$ cat src/hdl/rsft_pkg.sv
/*
 * Constants and state layout for the receive frame skip timing block.
 * Assumes one clock domain and synchronous, one-cycle input pulses.
 */
// Behaviour
// - Skip sets search flag, next master pulse clears
// - Frame trigger passes one 384k pulse in 48
// - One frame trigger every 125 us
// - Window built from 192k, 96k, 8k, 48k phases
// - Frame phase AND 48k gives 10.4 us gate
// - Gate AND 192k AND 96k gives 2.6 us window
// - Shaped 384k pulse passes only inside window
// - 10.4 us gate is driven out as address gate
// - Skip flag blanks next master pulse
// - Next master pulse clears skip flag
// - Each blanked pulse delays timing one master period
// - Out of frame withholds master train from divider
// - Master train halved into complementary 576k waves
// - 384k toggle fed by gated feedback AND
package rsft_pkg;
  // Master period, 1/1152 kHz, in ns; a blanked pulse slips timing by this
  localparam int MASTER_PERIOD_NS = 868;
  localparam int CORE_PERIOD_PS = 4000;
  localparam int FRAME_PERIOD_NS = 125000;
  // Master pulses per 384k cycle, minus one
  localparam logic [1:0] DIV3_LAST = 2'h2;
  localparam logic [1:0] DIV3_RISE = 2'h0;
  // 48k cycles per 8k frame, minus one
  localparam logic [2:0] FRAME_LAST = 3'h5;
  localparam logic [2:0] FRAME_HIGH = 3'h0;
  localparam int PULSES_PER_FRAME = 48;

  typedef struct packed {
    logic sq576;
    logic [1:0] div3;
    logic clk384;
    logic phase_192k;
    logic phase_96k;
    logic phase_48k;
    logic [2:0] frame_cnt;
    logic rise384;
    logic pass_hit;
  } rsft_div_s;

  localparam rsft_div_s DIV_RESET = '0;
endpackage : rsft_pkg

$ cat src/hdl/rsft_timing_if.sv
/*
 * Carrier between the skip control and the divider chain.
 * Assumes both ends run on the same core clock.
 */
`timescale 1ns/1ps
interface rsft_timing_if;
  logic clk_en;
  logic master_gated;
  logic sq576;
  logic clk384;
  logic rise384;
  logic pass_hit;
  logic phase_192k;
  logic phase_96k;
  logic phase_48k;
  logic frame_phase_8k;

  modport divider (
    input clk_en, master_gated,
    output sq576, clk384, rise384, pass_hit, phase_192k, phase_96k, phase_48k,
    output frame_phase_8k
  );
  modport control (
    output clk_en, master_gated,
    input sq576, clk384, rise384, pass_hit, phase_192k, phase_96k, phase_48k,
    input frame_phase_8k
  );
endinterface : rsft_timing_if

$ cat src/hdl/rsft_divider.sv
/*
 * Divider chain: gated master pulses in, 576k down to 8k phases out.
 * Assumes master_gated is a one-cycle pulse already qualified by skip logic.
 */
`timescale 1ns/1ps
module rsft_divider (
  input wire logic core_clk,
  input wire logic rstn,
  rsft_timing_if.divider tif
);
  import rsft_pkg::*;

  rsft_div_s st;
  rsft_div_s next_st;
  logic feed_and;
  logic rise;
  logic window;

  always_comb begin
    next_st = st;
    // Feedback AND: pulse reaches the 384k toggle on two of three master pulses
    feed_and = tif.master_gated && (st.div3 != DIV3_LAST);
    rise = tif.master_gated && (st.div3 == DIV3_RISE);
    // Window sampled before this edge moves the phases
    window = (st.frame_cnt == FRAME_HIGH) && st.phase_48k
             && st.phase_192k && st.phase_96k;
    next_st.rise384 = rise;
    next_st.pass_hit = rise && window;
    if (tif.master_gated) begin
      next_st.sq576 = ~st.sq576;
      next_st.div3 = (st.div3 == DIV3_LAST) ? 2'h0 : st.div3 + 2'h1;
    end
    if (feed_and) begin
      next_st.clk384 = ~st.clk384;
    end
    if (rise) begin
      next_st.phase_192k = ~st.phase_192k;
      if (!st.phase_192k) begin
        next_st.phase_96k = ~st.phase_96k;
        if (!st.phase_96k) begin
          next_st.phase_48k = ~st.phase_48k;
          if (!st.phase_48k) begin
            // Frame phase spans one whole 48k cycle, 20.8 us
            next_st.frame_cnt = (st.frame_cnt == FRAME_LAST) ? 3'h0
                                : st.frame_cnt + 3'h1;
          end
        end
      end
    end
  end

  always_ff @(posedge core_clk or negedge rstn) begin
    if (!rstn) begin
      st <= DIV_RESET;
    end else if (tif.clk_en) begin
      st <= next_st;
    end
  end

  assign tif.sq576 = st.sq576;
  assign tif.clk384 = st.clk384;
  assign tif.rise384 = st.rise384;
  assign tif.pass_hit = st.pass_hit;
  assign tif.phase_192k = st.phase_192k;
  assign tif.phase_96k = st.phase_96k;
  assign tif.phase_48k = st.phase_48k;
  assign tif.frame_phase_8k = (st.frame_cnt == FRAME_HIGH);
endmodule : rsft_divider

$ cat src/hdl/rsft_top.sv
/*
 * Receive frame skip timing: skip and search flags, master pulse gating,
 * frame trigger and address digit gate, all outputs registered.
 * Assumes MASTER_PULSE and SKIP_PULSE are one-cycle pulses synchronous
 * to CORE_CLK, and that the address comparison logic keeps sending skip
 * pulses only while timing and received address disagree.
 */
`timescale 1ns/1ps
module rsft_top (
  input wire logic CORE_CLK,
  input wire logic RSTN,
  input wire logic CLK_EN,
  input wire logic MASTER_PULSE,
  input wire logic SKIP_PULSE,
  input wire logic OUT_OF_FRAME,
  output logic FRAME_TRIGGER,
  output logic ADDR_DIGIT_GATE,
  output logic SEARCH_IND,
  output logic SQ_576K,
  output logic SQ_576K_N,
  output logic CLK_384K,
  output logic SHAPED_384K,
  output logic PHASE_192K,
  output logic PHASE_96K,
  output logic PHASE_48K,
  output logic FRAME_PHASE_8K,
  output logic DIVIDER_PULSE
);
  import rsft_pkg::*;

  typedef struct packed {
    logic skip_flag;
    logic search_flag;
    logic frame_trigger;
    logic addr_gate;
    logic sq576;
    logic sq576_n;
    logic clk384;
    logic shaped384;
    logic phase_192k;
    logic phase_96k;
    logic phase_48k;
    logic frame_phase_8k;
    logic divider_pulse;
  } rsft_top_s;

  localparam rsft_top_s TOP_RESET = '{sq576_n: 1'b1, default: 1'b0};

  rsft_timing_if tif ();

  rsft_top_s st;
  rsft_top_s next_st;
  logic master_gated;

  // Blanked while a skip is pending or the receiver is out of frame
  assign master_gated = MASTER_PULSE && !st.skip_flag && !OUT_OF_FRAME;
  assign tif.master_gated = master_gated;
  assign tif.clk_en = CLK_EN;

  rsft_divider u_divider (
    .core_clk(CORE_CLK),
    .rstn(RSTN),
    .tif(tif)
  );

  always_comb begin
    next_st = st;
    // Flag is consumed by the master pulse it blanks; one pulse lost per skip
    if (MASTER_PULSE) begin
      next_st.skip_flag = 1'b0;
      next_st.search_flag = 1'b0;
    end
    // Set wins over clear so a skip coinciding with a master pulse is kept
    if (SKIP_PULSE) begin
      next_st.skip_flag = 1'b1;
      next_st.search_flag = 1'b1;
    end
    next_st.frame_trigger = tif.pass_hit;
    next_st.addr_gate = tif.frame_phase_8k && tif.phase_48k;
    next_st.sq576 = tif.sq576;
    next_st.sq576_n = ~tif.sq576;
    next_st.clk384 = tif.clk384;
    next_st.shaped384 = tif.rise384;
    next_st.phase_192k = tif.phase_192k;
    next_st.phase_96k = tif.phase_96k;
    next_st.phase_48k = tif.phase_48k;
    next_st.frame_phase_8k = tif.frame_phase_8k;
    next_st.divider_pulse = master_gated;
  end

  always_ff @(posedge CORE_CLK or negedge RSTN) begin
    if (!RSTN) begin
      st <= TOP_RESET;
    end else if (CLK_EN) begin
      st <= next_st;
    end
  end

  assign FRAME_TRIGGER = st.frame_trigger;
  assign ADDR_DIGIT_GATE = st.addr_gate;
  assign SEARCH_IND = st.search_flag;
  assign SQ_576K = st.sq576;
  assign SQ_576K_N = st.sq576_n;
  assign CLK_384K = st.clk384;
  assign SHAPED_384K = st.shaped384;
  assign PHASE_192K = st.phase_192k;
  assign PHASE_96K = st.phase_96k;
  assign PHASE_48K = st.phase_48k;
  assign FRAME_PHASE_8K = st.frame_phase_8k;
  assign DIVIDER_PULSE = st.divider_pulse;
endmodule : rsft_top

$ cat config.mk
export PLATFORM = sky130hd
export DESIGN_NAME = rsft_top
export DESIGN_NICKNAME = d
export VERILOG_FILES = /design/src/hdl/rsft_pkg.sv /design/src/hdl/rsft_timing_if.sv /design/src/hdl/rsft_divider.sv /design/src/hdl/rsft_top.sv
export SDC_FILE = /design/constraint.sdc
export NUM_CORES = 1
export LEC_CHECK = 0
export BUFFER_PORTS_ARGS = -buffer_cell sky130_fd_sc_hd__buf_4
export CELL_PAD_IN_SITES_DETAIL_PLACEMENT = 1
export CELL_PAD_IN_SITES_GLOBAL_PLACEMENT = 1
export CORE_MARGIN = 3
export CORE_UTILIZATION = 42
export DETAILED_ROUTE_END_ITERATION = 16
export PLACE_DENSITY = 0.78
export RECOVER_POWER = 100
export SETUP_SLACK_MARGIN = 0.5
export SLEW_MARGIN = 20
export SYNTH_ARGS = -nofsm -noshare
export SYNTH_HDL_FRONTEND = slang
export SYNTH_SLANG_ARGS = --single-unit
$ cat constraint.sdc
create_clock -name CORE_CLK -period 1.7 [get_ports CORE_CLK]
set_input_delay 0.17 -clock CORE_CLK [delete_from_list [all_inputs] [get_ports CORE_CLK]]
set_output_delay 0.17 -clock CORE_CLK [all_outputs]
set_load 0.03 [all_outputs]
==> results.py, run 1 <==
metrics = {
    "status": {
        "status": "finished clean",
    },
    "pwr": {
        "peakVddDrop_v": 0.0009517,
        "powerDensity_nw_per_um2": 1681,
        "p_leak_nw": 0.5154,
    },
    "yosys": {
        "ys_seq_area_frac": 0.6043,
        "yosys-top-cells-area": "dfrtp_1 (58%), mux2_2 (10%), xnor2_1 (4.4%)",
        "ys_warn_count": 0,
        "synthCells": 74,
        "yosysMostFrequentCell": "dfrtp_1",
        "synth_cell_types": 24,
        "synth_edf_count": 0,
        "synthTopCellsByCount": "dfrtp_1 (23), mux2_2 (9), o21ai_0 (6)",
        "syn_nets": 80,
        "synth_area_um2": 996.0,
        "synth_top_area_share": 0.5779,
        "avgSynthCellArea_um2": 13.46,
        "yosys_register_bits": 24,
        "ys_async_sr_fraction": 1.000,
        "ys.flop_type": "dfrtp_1",
        "yosys.area.top_type": "dfrtp_1",
    },
    "worst_setup_path": {
        "slowest_stage": "dfrtp_2",
        "cp-end-kind": "flop",
        "critPathLaunch": "st[12]",
        "cp_slowest_stage_delay_ns": 0.43,
        "path_buf_inv": 0,
        "path_cells": "and4bb_1 -> nand3_1 -> mux2_1",
        "critPathArrivalTime_ns": 1.64,
        "crit_fanout": 5,
        "critical_path_class": "reg -> reg",
        "crit_required_ns": 1.91,
        "r2r_start": "st[12]",
        "cp-start-kind": "flop",
        "crit_family": "simple AND/OR/NAND/NOR gates",
    },
    "routing": {
        "drt-wirelength-per-cell_um": 16.57,
        "ant_nets": 0,
        "remaining_drc_errors": 0,
        "routed-via-count": 658,
        "via_per_inst": 5.181,
        "dr.first_iter.drc_count": 3,
        "first_pass_iters": 4,
        "wirelength_mm": 2.104,
    },
    "cts": {
        "insertion_delay_ns": 0.32,
        "clk_pin_slew_ns": 0.13,
        "numCtsBuffers": 3,
        "cts-htree-levels": 1,
        "cts_tree": "built",
        "root_buffer": "clkbuf_4",
        "clock_path_buffers": 2,
        "cts_num_sinks": 24,
    },
    "grt": {
        "grt_max_degree": 25,
        "grt_pass1_wl_mm": 3.277,
        "overflow": 0,
        "grt_antenna_before_repair": 0,
        "grt_use_total": 0.1626,
        "grt_pass1_vias": 669,
    },
    "cells_and_area": {
        "final_util": 0.5171,
        "largest_reg_flops": 5,
        "layout.nets": 106,
        "area_growth_pct": 15.96,
        "top_register": "u_divider.st",
        "layout-drive-gt1-share": 0.2323,
        "n_antenna_cell": 0,
        "fin_area_um2": 1155,
    },
    "die": {
        "die_h_um": 54.70,
        "rows": 17,
        "start_util": 0.4459,
        "core_area_um2": 2233,
        "die_area_um2": 2992,
        "ioPinCount": 18,
        "die_x_um": 54.70,
    },
    "run": {
        "timing.max_cap.violations": 0,
    },
    "placed_design": {
        "gp_routability_congestion": 0.6632,
        "port_buffers": 17,
        "dpl.hpwl_mm": 1.357,
        "post_dp_cell_area_um2": 1136,
    },
    "timing": {
        "hold_slack_ns": 0.07887,
        "setup_viol": 0,
        "tightest_slew_ns": 0.3767,
        "fmax_mhz": 699.8,
        "fin_worst_skew_ns": 0.001910,
        "rsz0062_at_grt": "true",
        "min_period_over_period": 0.8405,
        "slew_headroom": 0.7499,
        "slew_viol_final": 0,
        "hold_viol": 0,
        "fin_crit_ns": 1.429,
        "fin_setup_tns_ns": 0,
    },
    "min_path": {
        "worstHoldStart": "SKIP_PULSE",
        "hp-class": "in -> reg",
    },
}
-- final cells by class --
cell class	count	area, µm²
sequential	24	603.1
fill	267	1079
tap	28	35.03
clock buffer	4	36.28
inverter	5	18.77
timing repair buffer	24	122.6
multi-input combinational	42	339.1
-- cells by family (layout without fill, tap and decap cells) --
logic type,after synthesis,count (layout),share of synthesized area
flops,24,24,0.6043
xor+xnor,6,6,0.05276
buf+inv,8,33,0.04271
mux,12,12,0.1420
simple gates,15,15,0.1030
compound gates,9,9,0.05528
-- stage by stage --
step           setup slack, ns  power, mW  std cells
2_1_floorplan           0.3260      1.452         74
3_3_place_gp            0.2245      1.682        116
3_5_place_dp            0.1917      1.741        116
4_1_cts                 0.3852      2.067        126
5_1_grt                 0.2170      2.072        127
6_report                0.2711      1.942        127
-- layer usage --
metal	vias to the layer above	wire, µm	track usage
met4	0	76	0.1369
met2	15	1084	0.2382
met5	-	0	0
met3	6	79	0.03270
li1	300	-	-
met1	337	863	0.2024
-- worst register-to-register path, cell delays in order (launching register included) --
cell      delay (ns)
dfrtp_2         0.43
and4bb_1        0.36
nand3_1         0.18
mux2_1          0.35
-- power by group --
part / internal (mW) / switching, mW / total [mW]
Sequential: 0.779 / 0.201 / 0.980
Combinational: 0.259 / 0.400 / 0.658
Clock: 0.131 / 0.172 / 0.303
Total: 1.17 / 0.773 / 1.94
-- timing repair --
action	4_1_cts	5_1_grt
hold endpoints to repair	24	0
gates resized for setup	3	4
hold buffers	1	0
pin swaps	2	2
setup buffers	5	1
setup endpoints to repair	13	14
-- placed cells by master (no fill, tap or decap), drive strengths merged, types with 2 or more instances in the layout --
cell type | synthesis | final
buf | 3 | 6
clkbuf | 0 | 21
dfrtp | 23 | 23
inv | 5 | 5
mux2 | 11 | 11
nand2 | 4 | 4
nand3 | 4 | 4
nor2 | 2 | 2
nor3 | 2 | 2
o21ai | 6 | 6
xnor2 | 5 | 5
-- worst paths after layout --
kind,endpoint,slack (ns),cells past startpoint
setup / recovery,u_divider.st[3],0.27,3
hold / removal,st[12],0.08,2
setup reg to reg,u_divider.st[3],0.27,3
hold reg to reg,u_divider.tif.clk384,0.50,1
max in group asynchronous,SQ_576K_N,1.14,2
min in group asynchronous,u_divider.tif.clk384,0.28,2
Power figures use the tool's default switching activity.
==> run 2: changes to the inputs <==
==> constraint.sdc (replaced) <==
create_clock -name CORE_CLK -period 1.4 [get_ports CORE_CLK]
set_input_delay 0.14 -clock CORE_CLK [delete_from_list [all_inputs] [get_ports CORE_CLK]]
set_output_delay 0.14 -clock CORE_CLK [all_outputs]
set_load 0.03 [all_outputs]
==> results.py, run 2 (synthesis gave the netlist of run 1 again) <==
metrics = {
    "worst_setup_path": {
        "r2r_start": "st[12]",
        "crit_required_ns": 1.63,
        "cp-end-kind": "flop",
        "critical_path_class": "reg -> reg",
        "r2r_setup_slack_ns": 0.11,
        "r2r_end": "u_divider.st[3]",
        "crit_fanout": 5,
        "worstRegToRegCells": 3,
        "cp-start-kind": "flop",
        "critPathArrivalTime_ns": 1.52,
    },
    "die": {
        "rows": 17,
        "ioPinCount": 18,
        "core_area_um2": 2233,
        "start_util": 0.4459,
        "die_x_um": 54.70,
        "die_area_um2": 2992,
        "die_h_um": 54.70,
    },
    "grt": {
        "grt_use_total": 0.1763,
        "grt_pass1_vias": 682,
        "grt_pass1_wl_mm": 3.415,
        "overflow": 0,
        "grt_antenna_before_repair": 0,
        "grt_max_degree": 25,
    },
    "min_path": {
        "min_path_cells": 2,
        "worstHoldStart": "SKIP_PULSE",
        "holdPathEnd": "st[12]",
        "hp-class": "in -> reg",
    },
    "cts": {
        "cts_tree": "built",
        "cts_num_sinks": 24,
        "root_buffer": "clkbuf_4",
        "cts-htree-levels": 1,
        "clk_pin_slew_ns": 0.14,
        "clock_path_buffers": 2,
        "insertion_delay_ns": 0.33,
        "numCtsBuffers": 3,
    },
    "cells_and_area": {
        "largest_reg_flops": 5,
        "layout-drive-gt1-share": 0.3960,
        "mostFrequentLayoutCell": "dfrtp_1",
        "final_cell_mix": "dfrtp_1 (21), clkbuf_1 (11), mux2_2 (9), buf_4 (7)",
        "instances_no_fill": 129,
        "layout.nets": 108,
        "area_growth_pct": 27.51,
        "n_antenna_cell": 0,
        "top_register": "u_divider.st",
    },
    "placed_design": {
        "dpl.hpwl_mm": 1.388,
        "place_inst": 118,
        "port_buffers": 17,
        "gp_routability_congestion": 0.7092,
    },
    "routing": {
        "met1_length_um": 871,
        "top_layer": "met4",
        "met2WireLength_mm": 1.150,
        "first_pass_iters": 2,
        "via_per_inst": 5.023,
        "wl_met3_um": 96,
        "routed-via-count": 648,
        "wirelength_mm": 2.173,
        "remaining_drc_errors": 0,
        "drt-wirelength-per-cell_um": 16.84,
        "ant_nets": 0,
        "dr.first_iter.drc_count": 3,
    },
    "status": {
        "status": "finished clean",
    },
    "pwr": {
        "p_int_mw": 1.600,
        "p_sw_mw": 1.025,
        "swShare": 0.3904,
        "comb_power_share": 0.343,
        "pwr-share-clk": 0.195,
        "peakVddDrop_v": 0.001142,
        "p_leak_nw": 0.5713,
        "pwr-share-seq": 0.462,
        "powerDensity_nw_per_um2": 2067,
    },
    "timing": {
        "min_period_over_period": 0.9243,
        "hold_slack_ns": 0.04832,
        "hold_viol": 0,
        "rsz0062_at_grt": "true",
        "slew_viol_final": 0,
        "fin_crit_ns": 1.294,
        "slew_headroom": 0.6048,
        "fmax_mhz": 772.8,
        "tightest_slew_ns": 0.5928,
        "setup_viol": 0,
        "fin_worst_skew_ns": 0.009882,
    },
    "run": {
        "timing.max_cap.violations": 0,
    },
}
==> run 2: changes by cell type in the layout (fill, tap and decap cells not counted), sizes merged <==
cell / change
buf: +3
bufinv: +1
clkbuf: -2
==> run 2: repair_timing <==
action	in CTS	in global routing
buffers inserted	5	1
setup endpoints to repair	27	27
hold buffers	1	0
pin swaps	1	3
gates resized for setup	24	5
endpoints found under the hold margin	24	0
==> run 2: power by group through the flow <==
| stage | sequential (mW) | clock, mW | combinational, mW |
|---|---|---|---|
| 6_report | 1.21 | 0.511 | 0.901 |
| 5_1_grt | 1.26 | 0.570 | 0.985 |
| 4_1_cts | 1.23 | 0.526 | 1.06 |
| 3_5_place_dp | 1.21 | 0 | 0.907 |
| 3_3_place_gp | 1.18 | 0 | 0.876 |
| 2_1_floorplan | 1.40 | 0 | 0.375 |
==> run 2: worst max path at each step <==
stage | start | to | slack [ns] | cells past startpoint
floorplan | st[12] | u_divider.st[3] | 0.03 | 4
global placement | st[12] | u_divider.st[4] | 0.02 | 3
detailed placement | st[12] | u_divider.st[3] | -0.04 | 3
global route | u_divider.st[10] | u_divider.st[3] | 0.07 | 3
finish | st[12] | u_divider.st[3] | 0.11 | 3
CTS | st[12] | u_divider.st[3] | 0.10 | 3
==> run 2: critical path: stages (launching register included) <==
cell      delay (ns)
dfrtp_2         0.42
and4bb_4        0.36
nand3_4         0.09
mux2_1          0.33
==> run 2: metrics by stage <==
step	area [µm²]	TNS [ns]	utilization	total power, mW	worst slack, ns
floorplan	1002	0	-	1.771	0.02603
global placement	1156	0	0.5176	2.060	0.02190
detailed placement	1156	-0.07925	0.5176	2.117	-0.04151
CTS	1340	0	0.6000	2.816	0.1010
global route	1270	0	0.5686	2.817	0.07045
finish	1270	0	0.5686	2.625	0.1060
==> run 2: metal layers <==
metal,GRT usage,up-vias
met3,0.03270,5
met4,0.1120,0
met2,0.2933,16
li1,-,310
met5,0,-
met1,0.2062,317
==> run 2: area by class of cell <==
| type | instances | area (µm²) |
|---|---|---|
| Clock inverter | 1 | 30.03 |
| Tap cell | 28 | 35.03 |
| Multi-Input combinational cell | 42 | 402.9 |
| Fill cell | 246 | 963.4 |
| Clock buffer | 3 | 22.52 |
| Timing Repair Buffer | 26 | 156.4 |
| Sequential cell | 24 | 604.3 |
| Inverter | 5 | 18.77 |
